[src/rtl/aesc_defs.svh]
// Offsets, bit positions, masks and reset values of the error severity/control bank
`ifndef AESC_DEFS_SVH
`define AESC_DEFS_SVH
`define AESC_OFF_SEV 8'h0c
`define AESC_OFF_CSTAT 8'h10
`define AESC_OFF_CMASK 8'h14
`define AESC_OFF_CC 8'h18
`define AESC_OFF_HDR_LO 8'h1c
`define AESC_OFF_HDR_HI 8'h28
`define AESC_OFF_PFX_LO 8'h38
`define AESC_OFF_PFX_HI 8'h44
`define AESC_SEV_RST 32'h00462010
`define AESC_SEV_ALWAYS 32'h00155010
`define AESC_SEV_OPT 32'h03eaa000
`define AESC_UNC_VALID 32'h03fff010
`define AESC_CORR_BASE 32'h000031c1
`define AESC_CORR_OPT 32'h0000c000
`define AESC_CORR_RST 32'h00000000
`define AESC_CMASK_RST 32'h00000000
`define AESC_CC_PREFIX_LOG_PRESENT 11
`define AESC_CC_MULTI_HEADER_RECORD_ENABLE 10
`define AESC_CC_MULTI_HEADER_RECORD_CAPABLE 9
`define AESC_CC_ECE 8
`define AESC_CC_ECC 7
`define AESC_CC_EGE 6
`define AESC_CC_EGC 5
`define AESC_CORR_HLO 15
`define AESC_UNC_ECRC 19
`define AESC_RESP_OKAY 2'b00
`define AESC_RESP_SLVERR 2'b10
`endif

[src/rtl/aesc_pkg.sv]
// Types and shared helper functions of the error severity/control bank
`include "aesc_defs.svh"
package aesc_pkg;
  // One register write from the bus front end
  typedef struct packed {
    logic [7:0] addr;
    logic [31:0] data;
    logic [3:0] strb;
  } aesc_wr_req_t;
  // One batch of uncorrectable error events with the offending packet's header
  typedef struct packed {
    logic [31:0] evt;
    logic [127:0] hdr;
    logic [127:0] pfx;
    logic pfx_vld;
  } aesc_uerr_t;
  // Byte strobes widened to a bit mask
  function automatic logic [31:0] aesc_strb_mask(input logic [3:0] strb);
    aesc_strb_mask = {{8{strb[3]}}, {8{strb[2]}}, {8{strb[1]}}, {8{strb[0]}}};
  endfunction
  // Merge write data into an old value under byte strobes
  function automatic logic [31:0] aesc_merge(input logic [31:0] old,
      input logic [31:0] data, input logic [3:0] strb);
    aesc_merge = (old & ~aesc_strb_mask(strb)) | (data & aesc_strb_mask(strb));
  endfunction
  // True for every word address that holds a register or a log word
  function automatic logic aesc_is_mapped(input logic [7:0] addr);
    aesc_is_mapped = (addr[1:0] == 2'h0) &&
        ((addr >= `AESC_OFF_SEV && addr <= `AESC_OFF_HDR_HI) ||
         (addr >= `AESC_OFF_PFX_LO && addr <= `AESC_OFF_PFX_HI));
  endfunction
endpackage

[src/rtl/aesc_log_mem.sv]
// Header and prefix log storage: two 128-bit rows, registered 32-bit read
module aesc_log_mem (
  input wire logic ref_clk,
  input wire logic reset,
  input wire logic hdr_we,
  input wire logic [127:0] hdr_wdata,
  input wire logic [127:0] pfx_wdata,
  input wire logic [2:0] raddr,
  output logic [31:0] q_r
);
  logic [127:0] row_r [2]; // Row 0 header, row 1 prefix

  // Both rows are written together so a stale prefix never pairs with a new header
  always_ff @(posedge ref_clk) begin
    if (reset) begin
      row_r[0] <= 128'h0;
      row_r[1] <= 128'h0;
    end else if (hdr_we) begin
      row_r[0] <= hdr_wdata;
      row_r[1] <= pfx_wdata;
    end
  end

  // Word 0 carries header bytes 0..3 with byte 0 in bits 31:24
  always_ff @(posedge ref_clk) begin
    if (reset) begin
      q_r <= 32'h0;
    end else begin
      q_r <= row_r[raddr[2]][(3 - raddr[1:0]) * 32 +: 32];
    end
  end
endmodule // aesc_log_mem

[src/rtl/aesc_axil_slave.sv]
// AXI4-Lite front end: one write and one read in flight, fixed answer timing
module aesc_axil_slave
  import aesc_pkg::*;
(
  input wire logic ref_clk,
  input wire logic reset,
  input wire logic [7:0] s_axi_awaddr,
  input wire logic s_axi_awvalid,
  output logic s_axi_awready,
  input wire logic [31:0] s_axi_wdata,
  input wire logic [3:0] s_axi_wstrb,
  input wire logic s_axi_wvalid,
  output logic s_axi_wready,
  output logic [1:0] s_axi_bresp,
  output logic s_axi_bvalid,
  input wire logic s_axi_bready,
  input wire logic [7:0] s_axi_araddr,
  input wire logic s_axi_arvalid,
  output logic s_axi_arready,
  output logic [31:0] s_axi_rdata,
  output logic [1:0] s_axi_rresp,
  output logic s_axi_rvalid,
  input wire logic s_axi_rready,
  output aesc_wr_req_t wr_req,
  output logic wr_fire,
  output logic [7:0] rd_addr_r,
  output logic rd_fire_r,
  input wire logic rd_ack,
  input wire logic [31:0] rd_data
);
  aesc_wr_req_t wr_hold_r; // Captured address, data and strobes

  // Fires once both halves are held and no response is pending
  assign wr_fire = !s_axi_awready && !s_axi_wready && !s_axi_bvalid;
  assign wr_req = wr_hold_r;

  // Write channels: address and data are taken independently, in any order
  always_ff @(posedge ref_clk) begin
    if (reset) begin
      s_axi_awready <= 1'b1;
      s_axi_wready <= 1'b1;
      s_axi_bvalid <= 1'b0;
      s_axi_bresp <= `AESC_RESP_OKAY;
      wr_hold_r <= '0;
    end else begin
      if (s_axi_awvalid && s_axi_awready) begin
        s_axi_awready <= 1'b0;
        wr_hold_r.addr <= s_axi_awaddr;
      end
      if (s_axi_wvalid && s_axi_wready) begin
        s_axi_wready <= 1'b0;
        wr_hold_r.data <= s_axi_wdata;
        wr_hold_r.strb <= s_axi_wstrb;
      end
      if (wr_fire) begin
        s_axi_bvalid <= 1'b1;
        s_axi_bresp <= aesc_is_mapped(wr_hold_r.addr) ? `AESC_RESP_OKAY : `AESC_RESP_SLVERR;
      end else if (s_axi_bvalid && s_axi_bready) begin
        // Reopen both channels only after the response is gone
        s_axi_bvalid <= 1'b0;
        s_axi_awready <= 1'b1;
        s_axi_wready <= 1'b1;
      end
    end
  end

  // Read channel: request pulse, data one cycle later from the bank
  always_ff @(posedge ref_clk) begin
    if (reset) begin
      s_axi_arready <= 1'b1;
      s_axi_rvalid <= 1'b0;
      s_axi_rdata <= 32'h0;
      s_axi_rresp <= `AESC_RESP_OKAY;
      rd_addr_r <= 8'h0;
      rd_fire_r <= 1'b0;
    end else begin
      rd_fire_r <= s_axi_arvalid && s_axi_arready;
      if (s_axi_arvalid && s_axi_arready) begin
        s_axi_arready <= 1'b0;
        rd_addr_r <= s_axi_araddr;
      end
      if (rd_ack) begin
        s_axi_rvalid <= 1'b1;
        s_axi_rdata <= rd_data;
        s_axi_rresp <= aesc_is_mapped(rd_addr_r) ? `AESC_RESP_OKAY : `AESC_RESP_SLVERR;
      end else if (s_axi_rvalid && s_axi_rready) begin
        s_axi_rvalid <= 1'b0;
        s_axi_arready <= 1'b1;
      end
    end
  end
endmodule // aesc_axil_slave

[src/rtl/aesc_regs.sv]
// Error severity, correctable status/mask and capability/control register bank
`include "aesc_defs.svh"

// Summary of operation
// - Severity bit one means fatal, zero non-fatal
// - Severity, status, mask untouched by hot reset
// - Severity resets one at bits 4,13,17,18,22
// - Always-writable severity bits; optional ones may be RO
// - Each correctable source has its own status bit
// - Correctable status is write-one-to-clear, resets zero
// - Optional status bits 14,15 read zero if absent
// - Masked correctable errors are not reported
// - Mask bits mirror status positions, reset zero
// - Prefix present reads one with valid pointer
// - Multi-header enable allows more than one header
// - Bit 9 reports multi-header recording capability
// - CRC check only while check enable set
// - Bit 7 reports CRC check capability
// - CRC generation only while generation enable set
// - Bit 5 reports CRC generation capability
// - Enables without mechanism are held at zero
// - First error pointer holds first error's bit; with multi-header enable set, each new capture overwrites it
// - Control fields untouched by hot reset
// - Masked uncorrectable errors are not logged or reported
// - Header log captures the failing packet header
module aesc_regs
  import aesc_pkg::*;
#(
  parameter logic [31:0] OPT_SEV_IMPL = `AESC_SEV_OPT, // Optional uncorrectable sources present
  parameter logic [31:0] OPT_CORR_IMPL = `AESC_CORR_OPT, // Optional correctable sources present
  parameter logic MULTI_HEADER_RECORD_CAPABLE_CAP = 1'b1, // Multi-header recording built in
  parameter logic ECC_CAP = 1'b1, // CRC checker built in
  parameter logic EGC_CAP = 1'b1 // CRC generator built in
) (
  // Clock and both resets
  input wire logic ref_clk,
  input wire logic reset,
  input wire logic hot_reset,
  // Write address and write data channels
  input wire logic [7:0] s_axi_awaddr,
  input wire logic s_axi_awvalid,
  output logic s_axi_awready,
  input wire logic [31:0] s_axi_wdata,
  input wire logic [3:0] s_axi_wstrb,
  input wire logic s_axi_wvalid,
  output logic s_axi_wready,
  // Write response channel
  output logic [1:0] s_axi_bresp,
  output logic s_axi_bvalid,
  input wire logic s_axi_bready,
  // Read address channel
  input wire logic [7:0] s_axi_araddr,
  input wire logic s_axi_arvalid,
  output logic s_axi_arready,
  // Read data channel
  output logic [31:0] s_axi_rdata,
  output logic [1:0] s_axi_rresp,
  output logic s_axi_rvalid,
  input wire logic s_axi_rready,
  // Uncorrectable events and the external mask/status
  input wire aesc_uerr_t uerr,
  input wire logic [31:0] uncorr_mask_in,
  input wire logic [31:0] uncorr_status_in,
  // Correctable pulses, one bit per source
  input wire logic [15:0] corr_err_evt,
  // One-cycle report pulses toward the host
  output logic fatal_report_r,
  output logic nonfatal_report_r,
  output logic corr_report_r,
  // Enable levels toward the packet datapath
  output logic crc_check_en_r,
  output logic crc_gen_en_r,
  output logic multi_header_en_r
);
  // Bits software may change, fixed at elaboration
  localparam logic [31:0] SEV_WR_MASK = `AESC_SEV_ALWAYS | (`AESC_SEV_OPT & OPT_SEV_IMPL);
  localparam logic [31:0] CORR_IMPL = `AESC_CORR_BASE | (`AESC_CORR_OPT & OPT_CORR_IMPL);

  // Lowest set bit of an error vector, the one taken as first
  function automatic logic [4:0] aesc_first_bit(input logic [31:0] v);
    aesc_first_bit = 5'h0;
    // Walk downward so the lowest set bit is written last
    for (int i = 31; i >= 0; i--) begin
      if (v[i]) begin
        aesc_first_bit = 5'(i);
      end
    end
  endfunction

  // Front end strobes and read path
  aesc_wr_req_t wr_req; // Write from the front end
  logic wr_fire; // One-cycle write strobe
  logic [7:0] rd_addr_r; // Read address held by the front end
  logic rd_fire_r; // One-cycle read strobe
  logic rd_ack_r; // Read data ready for the front end
  logic rd_log_r; // Pending read targets the log memory
  logic [31:0] rd_reg_r; // Register read snapshot
  logic [31:0] mem_q_r; // Log memory read word
  logic [31:0] rd_data; // Word returned to the front end

  // Architectural state, sticky across hot reset
  logic [31:0] sev_r; // Uncorrectable severity
  logic [31:0] cstat_r; // Correctable status
  logic [31:0] cmask_r; // Correctable mask
  logic multi_header_record_enable_r; // Multi-header recording enable
  logic ece_r; // CRC check enable
  logic ege_r; // CRC generation enable
  logic [4:0] fep_r; // First error pointer
  logic log_vld_r; // Pointer and header log hold a live error
  logic pfx_vld_r; // Prefix log filled with the last capture

  // Event path, all combinational
  logic [31:0] unc_evt; // Uncorrectable events after the CRC gate
  logic [31:0] unc_live; // Unmasked uncorrectable events
  logic log_room; // A new header may be recorded
  logic capture; // Record header and pointer this cycle
  logic overflow; // Unmasked error lost for lack of room
  logic [31:0] corr_set; // Correctable status bits to set
  // Write decode and control word views
  logic [31:0] wbm; // Byte mask of the current write
  logic [31:0] cc_wr; // Control word after byte merge
  logic [31:0] cc_rd; // Control word as read
  logic wr_sev; // Write hits severity
  logic wr_cstat; // Write hits correctable status
  logic wr_cmask; // Write hits correctable mask
  logic wr_cc; // Write hits capability/control

  // Bus front end
  // It owns all handshake timing; the bank sees strobes only
  aesc_axil_slave u_slave (
    .ref_clk(ref_clk),
    .reset(reset),
    .s_axi_awaddr(s_axi_awaddr),
    .s_axi_awvalid(s_axi_awvalid),
    .s_axi_awready(s_axi_awready),
    .s_axi_wdata(s_axi_wdata),
    .s_axi_wstrb(s_axi_wstrb),
    .s_axi_wvalid(s_axi_wvalid),
    .s_axi_wready(s_axi_wready),
    .s_axi_bresp(s_axi_bresp),
    .s_axi_bvalid(s_axi_bvalid),
    .s_axi_bready(s_axi_bready),
    .s_axi_araddr(s_axi_araddr),
    .s_axi_arvalid(s_axi_arvalid),
    .s_axi_arready(s_axi_arready),
    .s_axi_rdata(s_axi_rdata),
    .s_axi_rresp(s_axi_rresp),
    .s_axi_rvalid(s_axi_rvalid),
    .s_axi_rready(s_axi_rready),
    .wr_req(wr_req),
    .wr_fire(wr_fire),
    .rd_addr_r(rd_addr_r),
    .rd_fire_r(rd_fire_r),
    .rd_ack(rd_ack_r),
    .rd_data(rd_data)
  );

  // Header and prefix log; the prefix row is zero when none came with the packet
  aesc_log_mem u_log (
    .ref_clk(ref_clk),
    .reset(reset),
    .hdr_we(capture),
    .hdr_wdata(uerr.hdr),
    .pfx_wdata(uerr.pfx_vld ? uerr.pfx : 128'h0),
    // Word index within the log: header words 0..3, prefix words 4..7
    .raddr(rd_addr_r >= `AESC_OFF_PFX_LO ? {1'b1, 2'(rd_addr_r[3:2] - 2'h2)} :
        3'(rd_addr_r[4:2] - 3'h7)),
    .q_r(mem_q_r)
  );

  // Write decode; unmapped or misaligned writes hit nothing
  // Log words decode to nothing, so writes there are ignored
  assign wr_sev = wr_fire && (wr_req.addr == `AESC_OFF_SEV);
  assign wr_cstat = wr_fire && (wr_req.addr == `AESC_OFF_CSTAT);
  assign wr_cmask = wr_fire && (wr_req.addr == `AESC_OFF_CMASK);
  assign wr_cc = wr_fire && (wr_req.addr == `AESC_OFF_CC);
  // Strobes widened once, shared by the severity and status writes
  assign wbm = aesc_strb_mask(wr_req.strb);
  assign cc_wr = aesc_merge(cc_rd, wr_req.data, wr_req.strb);

  // CRC error events count only while checking is on
  always_comb begin
    // Reserved source bits are dropped here
    unc_evt = uerr.evt & `AESC_UNC_VALID;
    unc_evt[`AESC_UNC_ECRC] = uerr.evt[`AESC_UNC_ECRC] & ece_r;
  end

  // Masked sources are dropped before logging, pointer and report
  assign unc_live = unc_evt & ~uncorr_mask_in;
  // One header only unless multi-header recording is on
  assign log_room = !log_vld_r || multi_header_record_enable_r;
  // Capture and overflow never fire together
  assign capture = (|unc_live) && log_room;
  assign overflow = (|unc_live) && !log_room;

  // Correctable events, with lost headers counted as log overflow
  always_comb begin
    corr_set = {16'h0, corr_err_evt} & CORR_IMPL;
    // A lost header is itself a correctable event
    corr_set[`AESC_CORR_HLO] = (corr_err_evt[`AESC_CORR_HLO] | overflow) &
        CORR_IMPL[`AESC_CORR_HLO];
  end

  // Severity; optional sources not built stay at their reset value
  always_ff @(posedge ref_clk) begin
    if (reset) begin
      // Power-on values only
      sev_r <= `AESC_SEV_RST;
    end else if (wr_sev) begin
      // Only built and writable bits take new data
      sev_r <= (sev_r & ~(SEV_WR_MASK & wbm)) | (wr_req.data & SEV_WR_MASK & wbm);
    end
  end
  // Note: hot_reset deliberately reaches none of the sticky state.
  // Sticky state answers to the full reset alone

  // Correctable status; a new event wins over a clear in the same cycle
  always_ff @(posedge ref_clk) begin
    if (reset) begin
      cstat_r <= `AESC_CORR_RST;
    end else begin
      // Clear under the write's bytes, then set from events
      // Reserved and absent bits are forced to zero
      cstat_r <= ((cstat_r & ~(wr_cstat ? wr_req.data & wbm : 32'h0)) | corr_set) &
          CORR_IMPL;
    end
  end

  // Correctable mask, same layout as status
  always_ff @(posedge ref_clk) begin
    if (reset) begin
      cmask_r <= `AESC_CMASK_RST;
    end else if (wr_cmask) begin
      // Absent sources keep their mask bit at zero
      cmask_r <= aesc_merge(cmask_r, wr_req.data, wr_req.strb) & CORR_IMPL;
    end
  end

  // Control enables; each is pinned low when its mechanism is absent
  always_ff @(posedge ref_clk) begin
    if (reset) begin
      // Every mechanism starts disabled
      multi_header_record_enable_r <= 1'b0;
      ece_r <= 1'b0;
      ege_r <= 1'b0;
    end else if (wr_cc) begin
      // Merged word: unstrobed bytes keep their bits
      multi_header_record_enable_r <= cc_wr[`AESC_CC_MULTI_HEADER_RECORD_ENABLE] & MULTI_HEADER_RECORD_CAPABLE_CAP;
      ece_r <= cc_wr[`AESC_CC_ECE] & ECC_CAP;
      ege_r <= cc_wr[`AESC_CC_EGE] & EGC_CAP;
    end
  end

  // First error pointer and log ownership
  // The log is freed once software clears the pointed-to status bit;
  // a capture in the same cycle wins over that release.
  always_ff @(posedge ref_clk) begin
    if (reset) begin
      // Nothing logged after power-on
      fep_r <= 5'h0;
      log_vld_r <= 1'b0;
      pfx_vld_r <= 1'b0;
    end else if (capture) begin
      // Lowest unmasked source of this batch
      fep_r <= aesc_first_bit(unc_live);
      log_vld_r <= 1'b1;
      pfx_vld_r <= uerr.pfx_vld;
    end else if (log_vld_r && !uncorr_status_in[fep_r]) begin
      // Pointed-to status cleared: the log is free again
      log_vld_r <= 1'b0;
    end
  end

  // Control word as seen by software
  always_comb begin
    cc_rd = 32'h0;
    cc_rd[4:0] = fep_r;
    // Capability bits are constants of this build
    cc_rd[`AESC_CC_EGC] = EGC_CAP;
    cc_rd[`AESC_CC_EGE] = ege_r;
    cc_rd[`AESC_CC_ECC] = ECC_CAP;
    cc_rd[`AESC_CC_ECE] = ece_r;
    cc_rd[`AESC_CC_MULTI_HEADER_RECORD_CAPABLE] = MULTI_HEADER_RECORD_CAPABLE_CAP;
    cc_rd[`AESC_CC_MULTI_HEADER_RECORD_ENABLE] = multi_header_record_enable_r;
    // Prefix flag drops once the log is released
    cc_rd[`AESC_CC_PREFIX_LOG_PRESENT] = log_vld_r & pfx_vld_r;
  end

  // Error reports; hot reset drops a pulse in flight but keeps the registers
  always_ff @(posedge ref_clk) begin
    if (reset || hot_reset) begin
      // A pulse already in flight is simply lost
      fatal_report_r <= 1'b0;
      nonfatal_report_r <= 1'b0;
      corr_report_r <= 1'b0;
    end else begin
      // Both may pulse when a batch mixes severities
      fatal_report_r <= |(unc_live & sev_r);
      nonfatal_report_r <= |(unc_live & ~sev_r);
      // Masked bits still set status but raise no pulse
      corr_report_r <= |(corr_set & ~cmask_r);
    end
  end

  // Enables toward the packet datapath
  always_ff @(posedge ref_clk) begin
    if (reset) begin
      crc_check_en_r <= 1'b0;
      crc_gen_en_r <= 1'b0;
      multi_header_en_r <= 1'b0;
    end else begin
      // One stage keeps the datapath off bus timing
      crc_check_en_r <= ece_r;
      crc_gen_en_r <= ege_r;
      multi_header_en_r <= multi_header_record_enable_r;
    end
  end

  // Read snapshot one cycle after the request, same timing as the log memory
  always_ff @(posedge ref_clk) begin
    if (reset) begin
      // No read answer pending after reset
      rd_ack_r <= 1'b0;
      rd_log_r <= 1'b0;
      rd_reg_r <= 32'h0;
    end else begin
      // Register and log words are ready at the same edge
      rd_ack_r <= rd_fire_r;
      rd_log_r <= aesc_is_mapped(rd_addr_r) && (rd_addr_r >= `AESC_OFF_HDR_LO);
      // Unmapped addresses fall to the default, zero
      case (rd_addr_r)
        `AESC_OFF_SEV: rd_reg_r <= sev_r;
        `AESC_OFF_CSTAT: rd_reg_r <= cstat_r;
        `AESC_OFF_CMASK: rd_reg_r <= cmask_r;
        `AESC_OFF_CC: rd_reg_r <= cc_rd;
        default: rd_reg_r <= 32'h0;
      endcase
    end
  end

  // Log word or register snapshot
  assign rd_data = rd_log_r ? mem_q_r : rd_reg_r;
endmodule // aesc_regs

[config.mk]
export PLATFORM = sky130hd
export DESIGN_NAME = aesc_regs
export DESIGN_NICKNAME = d
export VERILOG_FILES = /design/src/rtl/aesc_pkg.sv /design/src/rtl/aesc_log_mem.sv /design/src/rtl/aesc_axil_slave.sv /design/src/rtl/aesc_regs.sv
export VERILOG_INCLUDE_DIRS = /design/src /design/src/rtl
export SDC_FILE = /design/constraint.sdc
export NUM_CORES = 1
export LEC_CHECK = 0
export BUFFER_PORTS_ARGS = -buffer_cell sky130_fd_sc_hd__buf_2
export CORE_MARGIN = 2
export CORE_UTILIZATION = 45
export DETAILED_ROUTE_END_ITERATION = 7
export PLACE_DENSITY = 0.78
export SETUP_SLACK_MARGIN = 0.5
export SKIP_CTS_REPAIR_TIMING = 1
export SLEW_MARGIN = 40
export SYNTH_ARGS = -nofsm -noshare
export SYNTH_HDL_FRONTEND = slang
export SYNTH_HIERARCHICAL = 1
export SYNTH_SLANG_ARGS = --single-unit
[constraint.sdc]
create_clock -name ref_clk -period 16.4 [get_ports ref_clk]
set_input_delay 2.46 -clock ref_clk [delete_from_list [all_inputs] [get_ports ref_clk]]
set_output_delay 2.46 -clock ref_clk [all_outputs]
set_load 0.02 [all_outputs]
* Word level (Yosys, flattened, before mapping)
Memories as Yosys holds them, arrays and structs flattened.
Cells that the tools add are included.
** Word-level totals
- Register bits :: 218
- RAM bits :: 256
- Input bits :: 429
- Output and inout port bits :: 47
- Logic and storage cells :: 183
- Memories kept :: 1
** Memories
- u_log.row_r :: words 2, width 128, read ports 1, clocked after memory_dff 0, wr ports 2, line aesc_log_mem.sv:11 : logic [127:0] row_r [2];
** Operators by class
- Add/subtract/negate cells :: 3
- $lt $le $gt $ge :: 10
- Equality and inequality tests :: 8
- Shifts and indexed selects :: 1
- Muxes and demuxes :: 63
- Bitwise logic cells :: 25
- Reduce and logical (&&, ||, !) cells :: 40
** Operators by type and width (number)
- $mux 128 :: 3
- $mux 5 :: 32
- $pmux 32 s4 :: 1
- $reduce_or 32->1 :: 4
- $shiftx 128x33->32 :: 1
- $and 32x32->32 :: 3
- $and 26x32->32 :: 2
- $not 32->32 :: 2
- $and 16x16->16 :: 3
- $eq 8x5->1 const B :: 6
- $and 16x32->32 :: 1
- $mux 32 :: 1
- $not 16->16 :: 2
- $not 16->32 :: 1
- $not 26->32 :: 1
- $or 16x16->16 :: 2
- $or 32x32->32 :: 1
- $logic_and 1x1->1 :: 21
- $mux 1 :: 21
- $eq 8x4->1 const B :: 2
- $ge 8x4->1 const B :: 2
- $ge 8x6->1 const B :: 2
- $le 8x6->1 const B :: 2
- $le 8x7->1 const B :: 2
- 17 further kinds :: 32

* Logic depth before layout (Yosys ltp)
Gate-level depths: netlist (run 1).
- Word-level depth :: 34
- Gate-level depth with buffers :: 9
- Depth with buffers taken out :: 7

* By module
The synthesis (run 1) kept the hierarchy.
** Modules (own cells, without submodules)
- aesc_log_mem :: times used 1, cells an instance 724, area an instance 12110.4 sq um, sequential area each 8328.0 sq um
- aesc_regs :: times used 1, cells an instance 573, area an instance 4747.1 sq um, sequential area each 1481.4 sq um
- aesc_axil_slave :: times used 1, cells an instance 379, area an instance 3326.9 sq um, sequential area each 1841.8 sq um

* Least setup slack after synthesis (run 1)
Ideal clock, no wire load.
- Kind :: input to register
- Start point :: input uerr[277] (netlist bit)
- End point :: memory u_log.row_r[0][0], enable pin
- Library setup time :: 0.511 ns
- Arrival time :: 6.324 ns
- Data required time :: 15.889 ns
- Slack :: 9.565 ns
- Cell stages on the path :: 6
- Path buffers :: 0
- Path through :: nor2b_1 nor4_2 nand4b_1 o21ai_2 inv_1 or2_2
** RTL lines
- start, declared :: line aesc_regs.sv:61 : input wire aesc_uerr_t uerr,
- end, declared :: line aesc_log_mem.sv:11

==> results of run 1 <==
## cell usage in the layout (no fill, tap or decap), types with 4 or more instances in the layout
master / n
a211oi_1: 4
a21oi_1: 69
a222oi_1: 4
a22oi_1: 6
a311oi_1: 9
and2_1: 408
buf_2: 418
buf_4: 5
buf_6: 4
clkbuf_1: 13
clkbuf_16: 47
clkbuf_8: 8
clkinv_2: 4
dfxtp_1: 184
diode_2: 5
edfxtp_1: 256
ha_1: 4
inv_1: 20
inv_6: 4
mux2_2: 26
mux2i_1: 81
mux4_2: 72
nand2_1: 112
nand2b_1: 16
nand3_1: 37
nand4_1: 4
nor2_1: 105
nor2b_1: 16
nor3_1: 6
o21ai_0: 11
o22ai_1: 9
## registers in the layout, summed over array words and instances, names as in the netlist, 5 cells and up, named ones only
signal	cells
u_slave/rd_addr_r	8
u_log/q_r	32
rd_reg_r	25
u_slave/wr_req	32
u_slave/s_axi_rdata	32
u_log/row_r	256
fep_r	5
cstat_r	8
## final cells by class
| type | instances | area, µm² |
|---|---|---|
| diodes | 5 | 12.5 |
| clock buffers | 68 | 1330 |
| clock inverters | 16 | 184 |
| fillers | 3609 | 19500 |
| inverters | 21 | 78.8 |
| multi-input cells | 1055 | 7790 |
| flip-flops and latches | 442 | 11400 |
| well taps | 585 | 732 |
| repair buffers | 432 | 2280 |
## power by group through the flow
stage	registers [mW]	logic, mW	clock network [mW]
detailed placement	1.34	0.335	0
global placement	1.33	0.328	0
CTS	1.32	0.337	1.07
global route	1.32	0.364	1.11
floorplan	1.32	0.230	0
finish	1.32	0.335	1.04
## stage by stage
step / instance area, µm² / worst slack [ns] / power [mW] / hold slack, ns
6_report: 23800 / 10.76 / 2.69 / 0.438
5_1_grt: 23800 / 10.52 / 2.80 / 0.454
4_1_cts: 23800 / 10.74 / 2.72 / 0.441
3_5_place_dp: 22300 / 10.14 / 1.67 / 0.425
3_3_place_gp: 22200 / 9.32 / 1.66 / 0.421
2_1_floorplan: 19800 / 9.56 / 1.55 / 0.414
## worst max-delay path by stage
stage / from / to
floorplan: uerr[277] / u_log/row_r[0][0]
global placement: uncorr_mask_in[20] / u_log/row_r[0][12]
detailed placement: uncorr_mask_in[20] / u_log/row_r[0][44]
CTS: uncorr_mask_in[20] / u_log/row_r[0][44]
global route: uerr[277] / u_log/row_r[0][39]
finish: uncorr_mask_in[20] / u_log/row_r[0][31]
## metal layers
metal	track usage (%)	routed length [µm]	up-vias
li1	-	-	6471
met1	29.7	22100	6416
met2	34.7	23800	545
met3	4.73	3720	89
met4	7.18	1340	8
met5	0	57	-
==> metrics, run 1 <==
minimum clock period after layout=5.64 ns; GRT Overall Usage=21.8%; Sw Share=24.0%; IO Count=476; CTS buffer count=47; nets@finish=2432; fin crit share=34.4%; max-cap violations=0; WL/cell=19.4 µm; DRT iter0 DRCs=1093; Starting Density=45.7%; WP buf/inv=4; drt total wl=51000 µm; hold_sp=u_slave/rd_fire_r; clock skew=0.0240 ns; vias in the first global route=13.5k; clock power share=38.7%; max_slew headroom=45.5%; Final Max Slew Viols=0; die footprint=0.0457 mm²; endpoint class of the critical path=flip-flop; critical path startpoint category=input pin; Worst Path Required=16.59 ns; hpwl dp=36400 µm; antenna violations before repair=9; drt pass-1 iters=5; Worst path depth=9; WHS Path Cells=1; Ys Warns=6; CTS sink cnt=442; core area=0.0433 mm²; die width=214 µm; reg2reg path depth=8; Worst Path Arrival=5.84 ns; P&R area growth vs syn=20.3%; critical-path cell list=buf_2 -> nor2b_1 -> nor4_2 -> nand4b_1 -> o21ai_2 -> inv_1 -> or2_4 -> buf_6 -> clkbuf_8; min-delay worst type=reg2reg; clock latency on the worst-skew pair=0.58 ns; largest net degree at the start of global routing=257; Syn Inst Count=1628; sequential share of power=48.9%; Fmax=0.177 GHz; Logic pwr share=12.4%; Int Power=2.05 mW; CTS tree=done; Max FO, Critical Path=96; Hold EP=rd_ack_r; gr ovfl total=0; Buffers on Ports=419; DR vias=13.5k; Via-to-Cell Ratio=5.16; Leak=9.88 nW; Clk pin slew, worst setup/hold paths=0.06 ns; Routed Antenna Nets=0; status=finished, final reports clean; Core Util, Final=55.0%; syn avg cell area=12.2 µm²; placer congestion estimate=0.917; slowest CP cell=clkbuf_8; Placed Instances=2534; row count=76; Hold Fails Final Rpt=0; Die Ht=214 µm; CP peak stage delay=0.75 ns; sw power=0.646 mW; CTS root buf=clkbuf_16; Worst-Margin Slew=0.817 ns; layout cells sized above 1=30.4%; synthesized cell area=0.0198 mm²; peak supply drop=94.1 µV; first-pass GRT wire length=74900 µm; crit path kind=in2reg; RSZ-0062 raised after global routing=false; # DRC=0; endpoints failing setup=0; H-tree levels=2; CTS max path bufs=3; R2R setup slack=12.55 ns; Pwr per Cell Area=113 mW/mm²; non-filler instance count after layout=2624; setup TNS=0 ns; RR Endpoint=u_log/row_r[0][31]; critical path's top delay family=buffers and inverters
Note: power is estimated with default switching activity, not from simulation.
==> run 2: changes to the inputs <==
--- a/config.mk
+++ b/config.mk
@@ -6,11 +6,12 @@
 export SDC_FILE = /design/constraint.sdc
 export NUM_CORES = 1
 export LEC_CHECK = 0
+export ABC_AREA = 1
 export BUFFER_PORTS_ARGS = -buffer_cell sky130_fd_sc_hd__buf_2
 export CORE_MARGIN = 2
 export CORE_UTILIZATION = 45
 export DETAILED_ROUTE_END_ITERATION = 7
-export PLACE_DENSITY = 0.78
+export PLACE_DENSITY = 0.8
 export SETUP_SLACK_MARGIN = 0.5
 export SKIP_CTS_REPAIR_TIMING = 1
 export SLEW_MARGIN = 40
==> constraint.sdc (replaced) <==
create_clock -name ref_clk -period 5 [get_ports ref_clk]
set_input_delay 0.75 -clock ref_clk [delete_from_list [all_inputs] [get_ports ref_clk]]
set_output_delay 0.75 -clock ref_clk [all_outputs]
set_load 0.02 [all_outputs]
==> metrics, run 2 <==
status=finished, final reports clean; Leak=13.8 nW (+39%); hold_sp=s_axi_arvalid; critical-path cell list=inv_1 -> a21oi_1 -> nor2_1 -> xor2_4 -> clkinv_2 -> buf_4 -> nand3_1 -> nand2_1 -> nor2_1 -> nor2_1; P&R area growth vs syn=18.5%; max-cap violations=0 (unchanged); min-delay worst type=in2reg; core area=0.0478 mm² (+11%); critical path's top delay family=buffers and inverters; Worst Path Arrival=3.42 ns (-2.42 ns); WHS Path Cells=2 (+1); Clk pin slew, worst setup/hold paths=0.06 ns (about the same); gr ovfl total=0 (unchanged); Die Ht=224 µm (+5.0%); WL/cell=15.3 µm (-21%); reg2reg start=u_slave/rd_addr_r[3]; CTS max path bufs=3 (unchanged); synthesized cell area=0.0219 mm² (+10%); hpwl dp=42200 µm (+16%); sequential share of power=45.2% (-3.7 points); Worst Path Required=5.46 ns (-11.13 ns); layout cells sized above 1=17.1% (-13 points); sw power=2.81 mW (+330%); RR Endpoint=u_log/q_r[19]; Most common cell on crit path=nor2_1; minimum clock period after layout=2.96 ns; clock latency on the worst-skew pair=0.59 ns (about the same); max reg flops=256 (unchanged); drt total wl=60300 µm (+18%); IO Count=476 (unchanged); Syn Inst Count=2936 (+80%); most frequent cells in the layout=inv_1 (741), nand2_1 (611), nor2_1 (514); Fmax=0.337 GHz; endpoints failing setup=0 (unchanged); reg2reg path depth=10 (+2); CTS tree=done; vias in the first global route=17.7k (+32%); Pwr per Cell Area=375 mW/mm² (+230%); Worst-Margin Slew=0.839 ns (+0.0218 ns); H-tree levels=2 (unchanged); Hold EP=u_slave/s_axi_arready; critical path startpoint category=flip-flop; Starting Density=45.7% (-0.051 points); # DRC=0 (unchanged); die footprint=0.0504 mm² (+10%); CTS sink cnt=442 (unchanged); fin area=0.0259 mm² (+8.8%); clock skew=0.0181 ns (-0.00596 ns); Hold Fails Final Rpt=0 (unchanged); DR vias=18.7k (+38%); Final Max Slew Viols=0 (unchanged); RSZ-0062 raised after global routing=false; Area after DPL=0.0243 mm² (+9.0%); setup TNS=0 ns (unchanged); die width=224 µm (+5.0%); placer congestion estimate=0.950 (+3.6%); WP buf/inv=3 (-1); GRT Overall Usage=23.7% (+1.9 points); largest net degree at the start of global routing=151 (-41%); slowest CP cell=clkinv_2; Buffers on Ports=419 (unchanged); fin crit share=59.3%; endpoint class of the critical path=flip-flop; DRT iter0 DRCs=1543 (+41%); crit path kind=reg2reg; Max FO, Critical Path=37 (-61%); CTS root buf=clkbuf_16; Logic pwr share=17.6% (+5.2 points); Sw Share=28.9% (+5.0 points); commonest non-fill, non-tap cell in the layout=inv_1; drt pass-1 iters=5 (unchanged); clock power share=37.2% (-1.5 points); syn avg cell area=7.45 µm² (-39%); CTS buffer count=48 (+2.1%); peak supply drop=224 µV (+140%); max_slew headroom=44.1% (-1.5 points); first-pass GRT wire length=92600 µm (+24%); Biggest register=u_log/row_r; CP peak stage delay=0.49 ns (-0.26 ns); antenna violations before repair=3 (-6); nets@finish=3718 (+53%); Routed Antenna Nets=0 (unchanged); row count=80 (+5.3%); Ys Warns=6 (unchanged); R2R setup slack=2.04 ns (-10.51 ns); Int Power=6.90 mW (+240%); Via-to-Cell Ratio=4.75 (-7.9%)
-- run 2: worst max path at each step --
stage,startpoint,to,cells past startpoint
after floorplan,uerr[261],u_log/row_r[0][0],8
after global placement,u_slave/rd_addr_r[3],u_log/q_r[19],10
after detailed placement,u_slave/rd_addr_r[3],u_log/q_r[19],10
after CTS,u_slave/rd_addr_r[3],u_log/q_r[19],10
after global routing,u_slave/rd_addr_r[6],u_log/q_r[25],11
final,u_slave/rd_addr_r[3],u_log/q_r[19],10
-- run 2: power by group through the flow --
stage / logic, mW / registers (mW) / clock network, mW
final: 1.71 / 4.39 / 3.62
after global routing: 1.93 / 4.42 / 3.82
after CTS: 1.73 / 4.39 / 3.68
after detailed placement: 1.71 / 4.46 / 0
after global placement: 1.69 / 4.45 / 0
after floorplan: 1.14 / 4.41 / 0
-- run 2: through the flow --
stage	std cells	setup slack, ns	util (%)	total power, mW	hold slack (ns)
2_1_floorplan	2937	1.23	-	5.55	0.388
3_3_place_gp	3850	1.91	50.7	6.14	0.390
3_5_place_dp	3850	1.86	50.7	6.17	0.400
4_1_cts	3940	1.84	54.1	9.79	0.371
5_1_grt	3943	1.80	54.1	10.2	0.398
6_report	3943	2.04	54.1	9.71	0.409
-- run 2: area by class of cell --
cell class / instances / area (µm²)
clock inverters: 20 / 223
repair buffers: 436 / 2300
well taps: 615 / 769
clock buffers: 70 / 1410
flip-flops and latches: 442 / 11400
inverters: 758 / 2870
multi-input cells: 1599 / 6920
diodes: 3 / 7.51
fillers: 4385 / 21900
-- run 2: routing by layer --
| layer | wire length (µm) | track usage, % |
|---|---|---|
| met1 | 24300 | 28.9 |
| met2 | 29200 | 41.5 |
| met3 | 4560 | 3.84 |
| met4 | 2320 | 10.2 |
| met5 | 0 | 0 |
